$ cat src/pcr_pkg.sv
/*
  pcr_pkg: constants and carrier types for the pll configuration and identity register bank.
  assumes: 8-bit register addresses and data delivered by the control interface decoder.
*/
package pcr_pkg;

  // ----------------------------------------------------------------
  // register offsets
  // ----------------------------------------------------------------
  localparam logic [7:0] PCR_ADDR_RESET_ID_LOW = 8'h00;
  localparam logic [7:0] PCR_ADDR_ID_HIGH = 8'h01;
  localparam logic [7:0] PCR_ADDR_REVISION = 8'h02;
  localparam logic [7:0] PCR_ADDR_FRAC_LOW = 8'h03;
  localparam logic [7:0] PCR_ADDR_FRAC_MID = 8'h04;
  localparam logic [7:0] PCR_ADDR_FRAC_HIGH = 8'h05;
  localparam logic [7:0] PCR_ADDR_INT_VALIDITY = 8'h06;
  localparam logic [7:0] PCR_ADDR_PLL_MODE = 8'h07;

  // ----------------------------------------------------------------
  // field positions
  // ----------------------------------------------------------------
  localparam int PCR_FRAC_HIGH_MSB = 5;
  localparam int PCR_INT_MSB = 3;
  localparam int PCR_HALVER_BIT = 4;
  localparam int PCR_VAL_SF0_BIT = 5;
  localparam int PCR_VAL_SF1_BIT = 6;
  localparam int PCR_VAL_OVR_BIT = 7;
  localparam int PCR_FRAC_MODE_BIT = 2;

  // ----------------------------------------------------------------
  // values after reset
  // ----------------------------------------------------------------
  localparam logic [7:0] PCR_RST_FRAC_LOW = 8'h21;
  localparam logic [7:0] PCR_RST_FRAC_MID = 8'hfd;
  localparam logic [5:0] PCR_RST_FRAC_HIGH = 6'h36;
  localparam logic [3:0] PCR_RST_INT = 4'h7;
  localparam logic PCR_RST_HALVER = 1'b0;
  localparam logic [1:0] PCR_RST_VAL_SF = 2'h0;
  localparam logic PCR_RST_VAL_OVR = 1'b0;
  localparam logic PCR_RST_FRAC_MODE = 1'b1;
  localparam logic [7:0] PCR_READ_ZERO = 8'h00;

  // ----------------------------------------------------------------
  // carrier types
  // ----------------------------------------------------------------
  typedef struct packed {
    logic [21:0] frac;
    logic [3:0] integ;
    logic halver;
    logic [1:0] val_sf;
    logic val_ovr;
    logic frac_mode;
  } pcr_regs_t;

  localparam pcr_regs_t PCR_REGS_RESET = '{
    frac: {PCR_RST_FRAC_HIGH, PCR_RST_FRAC_MID, PCR_RST_FRAC_LOW},
    integ: PCR_RST_INT,
    halver: PCR_RST_HALVER,
    val_sf: PCR_RST_VAL_SF,
    val_ovr: PCR_RST_VAL_OVR,
    frac_mode: PCR_RST_FRAC_MODE
  };

  typedef struct packed {
    logic [21:0] frac;
    logic [3:0] integ;
    logic frac_mode;
  } pcr_ratio_t;

  typedef struct packed {
    logic wr_en;
    logic rd_en;
    logic [7:0] addr;
    logic [7:0] wdata;
  } pcr_req_t;

  typedef struct packed {
    logic override;
    logic [1:0] sf;
  } pcr_val_cfg_t;

endpackage

$ cat src/pcr_bank.sv
/*
  pcr_bank: register bank for device reset, identity, revision, pll ratio, pre-scaler
  and transmitted validity override.
  assumes: a control interface decoder on clk_in presents one-cycle read and write strobes
  with an 8-bit address and data; clk_in is the oscillator clock seen by the pll input.
*/
// Summary of operation
// RULE_01 - any write to address 0x00 resets the whole device whatever data is written.
// RULE_02 - reading 0x00 returns the low identity byte and 0x01 the high byte, both fixed.
// RULE_03 - the 22-bit pll fraction is built from 0x03 (7:0), 0x04 (15:8) and 0x05 bits 5:0 (21:16).
// RULE_04 - the pll integer ratio is bits 3:0 of 0x06, resetting to 0111, and joins the fraction.
// RULE_05 - software should keep the integer ratio between 5 and 13, as near 8 as possible.
// RULE_06 - software must load receiver-specific ratio values while the s/pdif receiver is used.
// RULE_07 - bit 4 of 0x06 halves the oscillator clock before the pll when set.
// RULE_08 - with override clear the sent validity is 0 from the audio port or the received one from rx.
// RULE_09 - with override set, bits 5 and 6 of 0x06 are sent as subframe 0 and 1 validity.
// RULE_10 - a mode bit picks integer operation that ignores the fraction, or fractional operation.
// RULE_11 - the write-triggered reset returns every writable field to default, identity untouched.
`timescale 1ns/10ps
module pcr_bank #(
  parameter logic [15:0] ID_CODE = 16'h3c5a, // arbitrary value
  parameter logic [3:0] REVISION = 4'h1 // arbitrary value
) (
  // clock and reset
  input wire logic clk_in,
  input wire logic rst_n_in,
  // register port
  input wire pcr_pkg::pcr_req_t req_in,
  output logic [7:0] rd_data_out,
  output logic rd_valid_out,
  // device reset
  output logic device_reset_out,
  // pll control
  output pcr_pkg::pcr_ratio_t pll_ratio_out,
  output logic pll_input_halver_out,
  output logic pll_ref_en_out,
  // s/pdif transmitter validity
  input wire logic tx_src_is_rx_in,
  input wire logic [1:0] rx_validity_in,
  output logic [1:0] tx_validity_out
);
  import pcr_pkg::*;

  // ----------------------------------------------------------------
  // state
  // ----------------------------------------------------------------
  typedef struct packed {
    pcr_regs_t regs;
    pcr_ratio_t ratio;
    logic [7:0] rd_data;
    logic rd_valid;
    logic dev_rst;
    logic halver_phase;
  } pcr_state_t;

  pcr_state_t s_q;
  pcr_state_t s_d;
  pcr_val_cfg_t val_cfg;

  function automatic logic [7:0] read_mux(input logic [7:0] addr);
    case (addr)
      PCR_ADDR_RESET_ID_LOW: read_mux = ID_CODE[7:0]; // RULE_02
      PCR_ADDR_ID_HIGH: read_mux = ID_CODE[15:8]; // RULE_02
      PCR_ADDR_REVISION: read_mux = {4'h0, REVISION};
      // pll registers are write-only; unmapped and write-only reads give zero
      default: read_mux = PCR_READ_ZERO;
    endcase
  endfunction

  // ----------------------------------------------------------------
  // next state
  // ----------------------------------------------------------------
  always_comb begin
    s_d = s_q;
    s_d.rd_valid = req_in.rd_en;
    s_d.dev_rst = 1'b0;
    if (req_in.rd_en) begin
      s_d.rd_data = read_mux(req_in.addr);
    end
    if (req_in.wr_en) begin
      case (req_in.addr)
        PCR_ADDR_RESET_ID_LOW: begin
          s_d.dev_rst = 1'b1; // RULE_01
          s_d.regs = PCR_REGS_RESET; // RULE_11
        end
        PCR_ADDR_FRAC_LOW: begin
          s_d.regs.frac[7:0] = req_in.wdata; // RULE_03
        end
        PCR_ADDR_FRAC_MID: begin
          s_d.regs.frac[15:8] = req_in.wdata; // RULE_03
        end
        PCR_ADDR_FRAC_HIGH: begin
          s_d.regs.frac[21:16] = req_in.wdata[PCR_FRAC_HIGH_MSB:0]; // RULE_03
        end
        PCR_ADDR_INT_VALIDITY: begin
          s_d.regs.integ = req_in.wdata[PCR_INT_MSB:0]; // RULE_04
          s_d.regs.halver = req_in.wdata[PCR_HALVER_BIT]; // RULE_07
          s_d.regs.val_sf = {req_in.wdata[PCR_VAL_SF1_BIT], req_in.wdata[PCR_VAL_SF0_BIT]}; // RULE_09
          s_d.regs.val_ovr = req_in.wdata[PCR_VAL_OVR_BIT]; // RULE_09
        end
        PCR_ADDR_PLL_MODE: begin
          s_d.regs.frac_mode = req_in.wdata[PCR_FRAC_MODE_BIT]; // RULE_10
        end
        default: begin
          // id, revision and unmapped writes are ignored
        end
      endcase
    end
    // ratio follows the registers one cycle later so the pll sees a glitch-free word
    s_d.ratio.integ = s_q.regs.integ; // RULE_04
    s_d.ratio.frac_mode = s_q.regs.frac_mode;
    s_d.ratio.frac = s_q.regs.frac_mode ? s_q.regs.frac : 22'h0; // RULE_10
    // phase only toggles while halving, so switching the halver off restarts cleanly
    s_d.halver_phase = s_q.regs.halver ? ~s_q.halver_phase : 1'b0; // RULE_07
  end

  always_ff @(posedge clk_in or negedge rst_n_in) begin
    if (!rst_n_in) begin
      s_q.regs <= PCR_REGS_RESET;
      s_q.ratio <= '{frac: {PCR_RST_FRAC_HIGH, PCR_RST_FRAC_MID, PCR_RST_FRAC_LOW},
                     integ: PCR_RST_INT, frac_mode: PCR_RST_FRAC_MODE};
      s_q.rd_data <= PCR_READ_ZERO;
      s_q.rd_valid <= 1'b0;
      s_q.dev_rst <= 1'b0;
      s_q.halver_phase <= 1'b0;
    end else begin
      s_q <= s_d;
    end
  end

  // ----------------------------------------------------------------
  // outputs
  // ----------------------------------------------------------------
  assign rd_data_out = s_q.rd_data;
  assign rd_valid_out = s_q.rd_valid;
  assign device_reset_out = s_q.dev_rst; // RULE_01
  assign pll_ratio_out = s_q.ratio;
  assign pll_input_halver_out = s_q.regs.halver;
  // pll reference advances every cycle, or every second cycle when halving
  assign pll_ref_en_out = ~s_q.regs.halver | s_q.halver_phase; // RULE_07

  assign val_cfg = '{override: s_q.regs.val_ovr, sf: s_q.regs.val_sf};

  pcr_tx_validity u_tx_validity (
    .clk_in(clk_in),
    .rst_n_in(rst_n_in),
    .cfg_in(val_cfg),
    .src_is_rx_in(tx_src_is_rx_in),
    .rx_validity_in(rx_validity_in),
    .tx_validity_out(tx_validity_out)
  );

endmodule // pcr_bank

$ cat src/pcr_tx_validity.sv
/*
  pcr_tx_validity: chooses the validity bit per subframe for the s/pdif transmitter.
  assumes: rx validity and source select come from logic on clk_in, so no synchronisers.
*/
`timescale 1ns/10ps
module pcr_tx_validity (
  // clock and reset
  input wire logic clk_in,
  input wire logic rst_n_in,
  // configuration
  input wire pcr_pkg::pcr_val_cfg_t cfg_in,
  // transmitter context
  input wire logic src_is_rx_in,
  input wire logic [1:0] rx_validity_in,
  // result
  output logic [1:0] tx_validity_out
);
  import pcr_pkg::*;

  typedef struct packed {
    logic [1:0] val;
  } pcr_val_state_t;

  pcr_val_state_t s_q;
  pcr_val_state_t s_d;

  always_comb begin
    s_d = s_q;
    if (cfg_in.override) begin
      s_d.val = cfg_in.sf; // RULE_09
    end else if (src_is_rx_in) begin
      s_d.val = rx_validity_in; // RULE_08
    end else begin
      s_d.val = 2'h0; // RULE_08
    end
  end

  always_ff @(posedge clk_in or negedge rst_n_in) begin
    if (!rst_n_in) begin
      s_q <= '0;
    end else begin
      s_q <= s_d;
    end
  end

  assign tx_validity_out = s_q.val;

endmodule // pcr_tx_validity

$ cat config.mk
export PLATFORM = sky130hd
export DESIGN_NAME = pcr_bank
export DESIGN_NICKNAME = d
export VERILOG_FILES = /design/src/pcr_pkg.sv /design/src/pcr_bank.sv /design/src/pcr_tx_validity.sv
export SDC_FILE = /design/constraint.sdc
export NUM_CORES = 1
export LEC_CHECK = 0
export BUFFER_PORTS_ARGS = -buffer_cell sky130_fd_sc_hd__buf_2
export CAP_MARGIN = 15
export CORE_UTILIZATION = 40
export DETAILED_ROUTE_END_ITERATION = 6
export PLACE_DENSITY = 0.74
export SYNTH_ARGS = -nofsm -noshare
export SYNTH_HDL_FRONTEND = slang
export SYNTH_SLANG_ARGS = --single-unit
$ cat constraint.sdc
create_clock -name clk_in -period 0.9 [get_ports clk_in]
set_input_delay 0.045 -clock clk_in [delete_from_list [all_inputs] [get_ports clk_in]]
set_output_delay 0.045 -clock clk_in [all_outputs]
set_load 0.1 [all_outputs]
# --- After elaboration in Yosys (flattened, before gate mapping) ---
# Index checks and enable logic that the tools add are counted.
op_classes:
  n_eq_ne: 7
  muxes: 12
  bitwise_logic: 3
  n_reduce_logical: 11
op_table:
  columns: ["op", "n"]
  rows:
  - ["$pmux W8 S2", 3]
  - ["$eq A8 B3 Y1 const B", 4]
  - ["$mux W22", 1]
  - ["$pmux W7 S3", 1]
  - ["$eq A8 B2 Y1 const B", 2]
  - ["$pmux W6 S2", 1]
  - ["$reduce_and A2 Y1", 5]
  - ["$reduce_bool A2 Y1", 5]
  - ["$eq A8 B1 Y1 const B", 1]
  - ["$logic_not A8 Y1", 1]
  - ["$mux W2", 2]
  - ["$mux W1", 3]
  - ["$not A1 Y1", 2]
  - ["$pmux W1 S2", 1]
  - ["$or A1 B1 Y1", 1]
word_totals:
  ff_bits: 71
  input_bits: 23
  output_inout_bits: 41
  wordCells: 49

# --- Depth between registers and ports, before layout ---
depth:
  ltp_word: 3
  ltp_mapped: 4
  mapped_depth_nobuf: 3

# --- Modules after synthesis ---
# A second synthesis with hierarchy kept.
hier_totals:
  hier_cells: 256
  area_unflattened_um2: 2977.9
modules_own_cells:
  columns: ["module", "instances", "cells_per_inst", "area_per_inst_um2", "seq_area_each_um2"]
  rows:
  - ["pcr_bank", 1, 248, 2902.8, 1669.1]
  - ["pcr_tx_validity", 1, 8, 75.1, 50.0]

# --- Worst setup path after synthesis ---
# OpenSTA, ideal clock, no wires.
synth_timing:
  path_type: "register -> register"
  startpoint: "reg s_q, in the netlist pll_input_halver_out"
  endpoint: "reg s_q[0] in the netlist's numbering"
  setup_ns: 0.086
  arrival_ns: 1.897
  required_ns: 0.814
  setup_slack_ns: -1.083
  stages_incl_launch_ff: 3
  path_buffers: 0
  synth_period_minus_slack_ns: 1.983
  path_cell_list: "dfrtp_1 -> nand2b_1 -> inv_1"
synth_rtl:
  columns: ["element", "line_no", "rtl"]
  rows:
  - ["start: declaration", "pcr_bank.sv:56", "pcr_state_t s_q;"]

# --- Final worst setup path ---
layout_timing:
  startpoint: "reg s_q, in the netlist pll_input_halver_out"
  endpoint: "out pll_ref_en_out"
layout_between:
  elab_chain_cells: 2
layout_lines:
  columns: ["element", "line_no", "rtl"]
  rows:
  - ["$not A1 Y1", "pcr_bank.sv:140", "assign pll_ref_en_out = ~s_q.regs.halver | s_q.halver_phase;"]
  - ["$or A1 B1 Y1", "pcr_bank.sv:140", null]
  - ["end: declaration", "pcr_bank.sv:36", "output logic pll_ref_en_out,"]
# Every way passes these cells.

==> impl_metrics.yaml <==
setup_path:
  worstRegToRegCells: 2
  reg2reg_to: "pll_ratio_out[16]"
  critical_path_peak_fanout: 3
  worstSetupEndpointType: "output port"
  worst_r2r_startpoint: "s_d[11]"
  worst-endpoint-arrival_ps: 1120
  critical_path_required_ps: 850
  critical_path_class: "reg -> out"
  reg2reg_slack_ps: -60
  timing.critical_path.from_type: "flop"
global_route:
  maximum_number_of_pins_on_one_net_before_global_route_repair: 68
  antenna_found_initial: 0
  grt_pass1_vias: 2067
  first_pass_grt_wire_length_mm: 9.88
  globalRoute.totalOverflow: 0
  global_route_total_usage_across_every_layer: 0.171
routing:
  post_drt_wl_per_cell_um: 14.4
  drtAntennaViolNets: 0
  first_pass_iters: 4
  drc: 0
  finalWirelength_mm: 6.10
  routed_via_density: 4.67
  vias: 1977
  drt_iter0_drc: 93
logic_synthesis:
  synth.lib_cells_used.distinct: 36
  synth.net_count: 279
  synth_top_flop_cell: "sky130_fd_sc_hd__dfstp_2"
  gate_count_of_the_mapped_netlist: 256
  synth.avg_cell_area_sq_um: 11.8
  most_common_cell_in_the_synthesized_netlist: "sky130_fd_sc_hd__buf_4"
  yosys-top-cells-area: "sky130_fd_sc_hd__dfstp_2, sky130_fd_sc_hd__dfrtp_1, sky130_fd_sc_hd__buf_4"
  synth_enable_flop_cells: 0
  postSynthRegisterBits: 67
  synth_top_cells_by_count: "sky130_fd_sc_hd__buf_4, sky130_fd_sc_hd__dfstp_2, sky130_fd_sc_hd__dfrtp_1, sky130_fd_sc_hd__and2_1, sky130_fd_sc_hd__inv_1"
  synth.cell_area_sq_mm: 0.00303
  async_flop_share: 1.00
  synthDominantAreaCellType: "sky130_fd_sc_hd__dfstp_2"
  yosysWarningCount: 0
  yosys.area.top_type_share: 0.295
  seq_area_frac_synth: 0.568
floorplan:
  fp-row-count: 31
  ioPinCount: 64
  placeableCoreArea_sq_mm: 0.00729
  die_width_um: 89.0
  initial_core_util: 0.415
  chipHeight_um: 89.0
  die_area_sq_mm: 0.00792
placement:
  place_area_sq_mm: 0.00394
  routabilityCongestion: 0.797
  detailed_place_hpwl_mm: 4.17
  placement.io_buffers: 62
layout:
  diodes: 0
  postLayoutCoreUtil: 0.596
  postLayoutCellArea_sq_mm: 0.00435
  syn2layout_area_growth_pct: 43.7
  nNetsFinal: 342
  share_of_layout_cells_above_drive_strength_1: 0.525
sta:
  worst_clock_skew_ps: 7.50
  fin_ws_ps: -267
  endpoints_failing_hold: 0
  setup-violations-final: 68
  min_period_ps: 1170
  rsz_0062_raised_after_global_routing: "yes"
  clock.fmax_mhz: 857
  final-max-slew-violation-count: 0
  layout_worst_path_cycle_share: 1.30
flow_run:
  maxCapViolCount: 0
clock_tree:
  clock_sink_count: 67
  clk_pin_slew_worst_paths_ps: 70
  tritoncts_clock_tree: "built"
  clk_latency_worst_skew_pair_ps: 340
  root_buffer: "sky130_fd_sc_hd__clkbuf_8"
  htree_num_levels: 3
  cts-root-to-sink-buffers: 2
  number_of_buffers_created_by_cts: 9
pwr:
  pwrdens_mw_per_mm2: 2340
  max-vdd-ir-drop_mv: 1.68
  power_total_mw: 10.1
  p_leak_nw: 1.91
run_status:
  run_status: "finished, violations left"
  violations_in_the_final_reports: "setup timing"
hold_path:
  hold_path.class: "in -> reg"
  min_from: "req_in[3]"
  hold-path-endpoint: "s_q[66]"
  hold-path-cell-count: 3
==> worst max-delay path: stages, from the launching register on <==
cell and delay [ps]:
sky130_fd_sc_hd__dfrtp_4 520, sky130_fd_sc_hd__nand2b_4 100, sky130_fd_sc_hd__buf_12 170
==> kinds of logic (layout without fill, tap and decap cells) <==
family	count (synthesis)	in the layout	synth area share
compound gates	22	22	0.0629
simple gates	86	86	0.181
mux	17	17	0.0604
other cells	1	1	0.00124
flops	67	67	0.568
buf+inv	61	129	0.121
xor+xnor	2	2	0.00579
==> per-stage QoR <==
| step | hold slack (ps) | setup slack, ps | setup TNS (ps) | cells |
|---|---|---|---|---|
| floorplan | -251 | -193 | -1080 | 256 |
| global placement | 83.4 | -295 | -6670 | 389 |
| detailed placement | 85.3 | -322 | -7640 | 389 |
| CTS | 3.11 | -285 | -6640 | 421 |
| global route | 12.8 | -312 | -8670 | 423 |
| finish | 19.5 | -267 | -6360 | 423 |
==> state kept, by name (all words and copies together), names as in the netlist <==
register,count
s_d,5
rd_data_out,4
pll_input_halver_out,1
pll_ratio_out,27
rd_valid_out,1
s_q,26
device_reset_out,1
u_tx_validity.tx_validity_out,2
==> placed cells by master (no fill, tap or decap), types with 2 or more instances in the layout <==
master	n
sky130_fd_sc_hd__inv_1	15
sky130_fd_sc_hd__dfrtp_1	25
sky130_fd_sc_hd__mux2_2	10
sky130_fd_sc_hd__nor3_4	3
sky130_fd_sc_hd__nand2_1	16
sky130_fd_sc_hd__nor2_1	6
sky130_fd_sc_hd__clkinv_2	2
sky130_fd_sc_hd__buf_4	19
sky130_fd_sc_hd__nand4_1	2
sky130_fd_sc_hd__mux2i_1	7
sky130_fd_sc_hd__clkbuf_8	9
sky130_fd_sc_hd__and2_1	26
sky130_fd_sc_hd__o22ai_1	3
sky130_fd_sc_hd__a221o_1	6
sky130_fd_sc_hd__a221oi_2	2
sky130_fd_sc_hd__nand3_1	2
sky130_fd_sc_hd__buf_2	22
sky130_fd_sc_hd__nand2b_1	9
sky130_fd_sc_hd__o22a_1	4
sky130_fd_sc_hd__clkbuf_1	2
sky130_fd_sc_hd__inv_2	3
sky130_fd_sc_hd__dlygate4sd3_1	12
sky130_fd_sc_hd__a311oi_2	2
sky130_fd_sc_hd__nor2b_1	3
sky130_fd_sc_hd__dfstp_2	34
sky130_fd_sc_hd__dfrtp_2	7
sky130_fd_sc_hd__bufinv_16	2
sky130_fd_sc_hd__and3_1	6
sky130_fd_sc_hd__o21ai_0	4
sky130_fd_sc_hd__and2_4	2
sky130_fd_sc_hd__buf_12	42
==> timing repair <==
action | 4_1_cts | 5_1_grt
buffers inserted | 4 | 2
hold buffers | 12 | 0
pin swaps | 4 | 5
resized for setup | 6 | 6
hold endpoints to repair | 59 | 0
endpoints found under the setup margin | 70 | 72
==> worst max path at each step <==
stage | cells past startpoint | slack (ps) | end | startpoint
after global placement | 4 | -300 | s_q[54] | req_in[12]
after CTS | 2 | -290 | pll_ref_en_out | pll_input_halver_out
after global routing | 2 | -310 | pll_ref_en_out | pll_input_halver_out
after floorplan | 2 | -190 | s_q[0] | pll_input_halver_out
final | 2 | -270 | pll_ref_en_out | pll_input_halver_out
after detailed placement | 4 | -320 | s_q[48] | req_in[12]
==> layer usage <==
metal | global-route usage | routed length, um
met5 | 0 | 0
met4 | 0.0779 | 112
met3 | 0.0554 | 297
met2 | 0.281 | 3030
met1 | 0.206 | 2670
==> area by class of cell <==
| type | count | area, sq um |
|---|---|---|
| fillers | 592 | 2950 |
| flip-flops and latches | 67 | 1730 |
| repair buffers | 95 | 1210 |
| multi-input cells | 128 | 1000 |
| clock buffers | 11 | 131 |
| well taps | 99 | 124 |
| clock inverters | 5 | 77.6 |
| inverters | 18 | 67.6 |
==> report_power, final <==
part	internal (mW)	switching [mW]	leakage, nW
logic	1.38	2.28	1.12
registers	3.54	0.287	0.689
clock network	1.55	1.11	0.103
total	6.47	3.68	1.91
No activity file was read; power rests on OpenSTA's default activity.
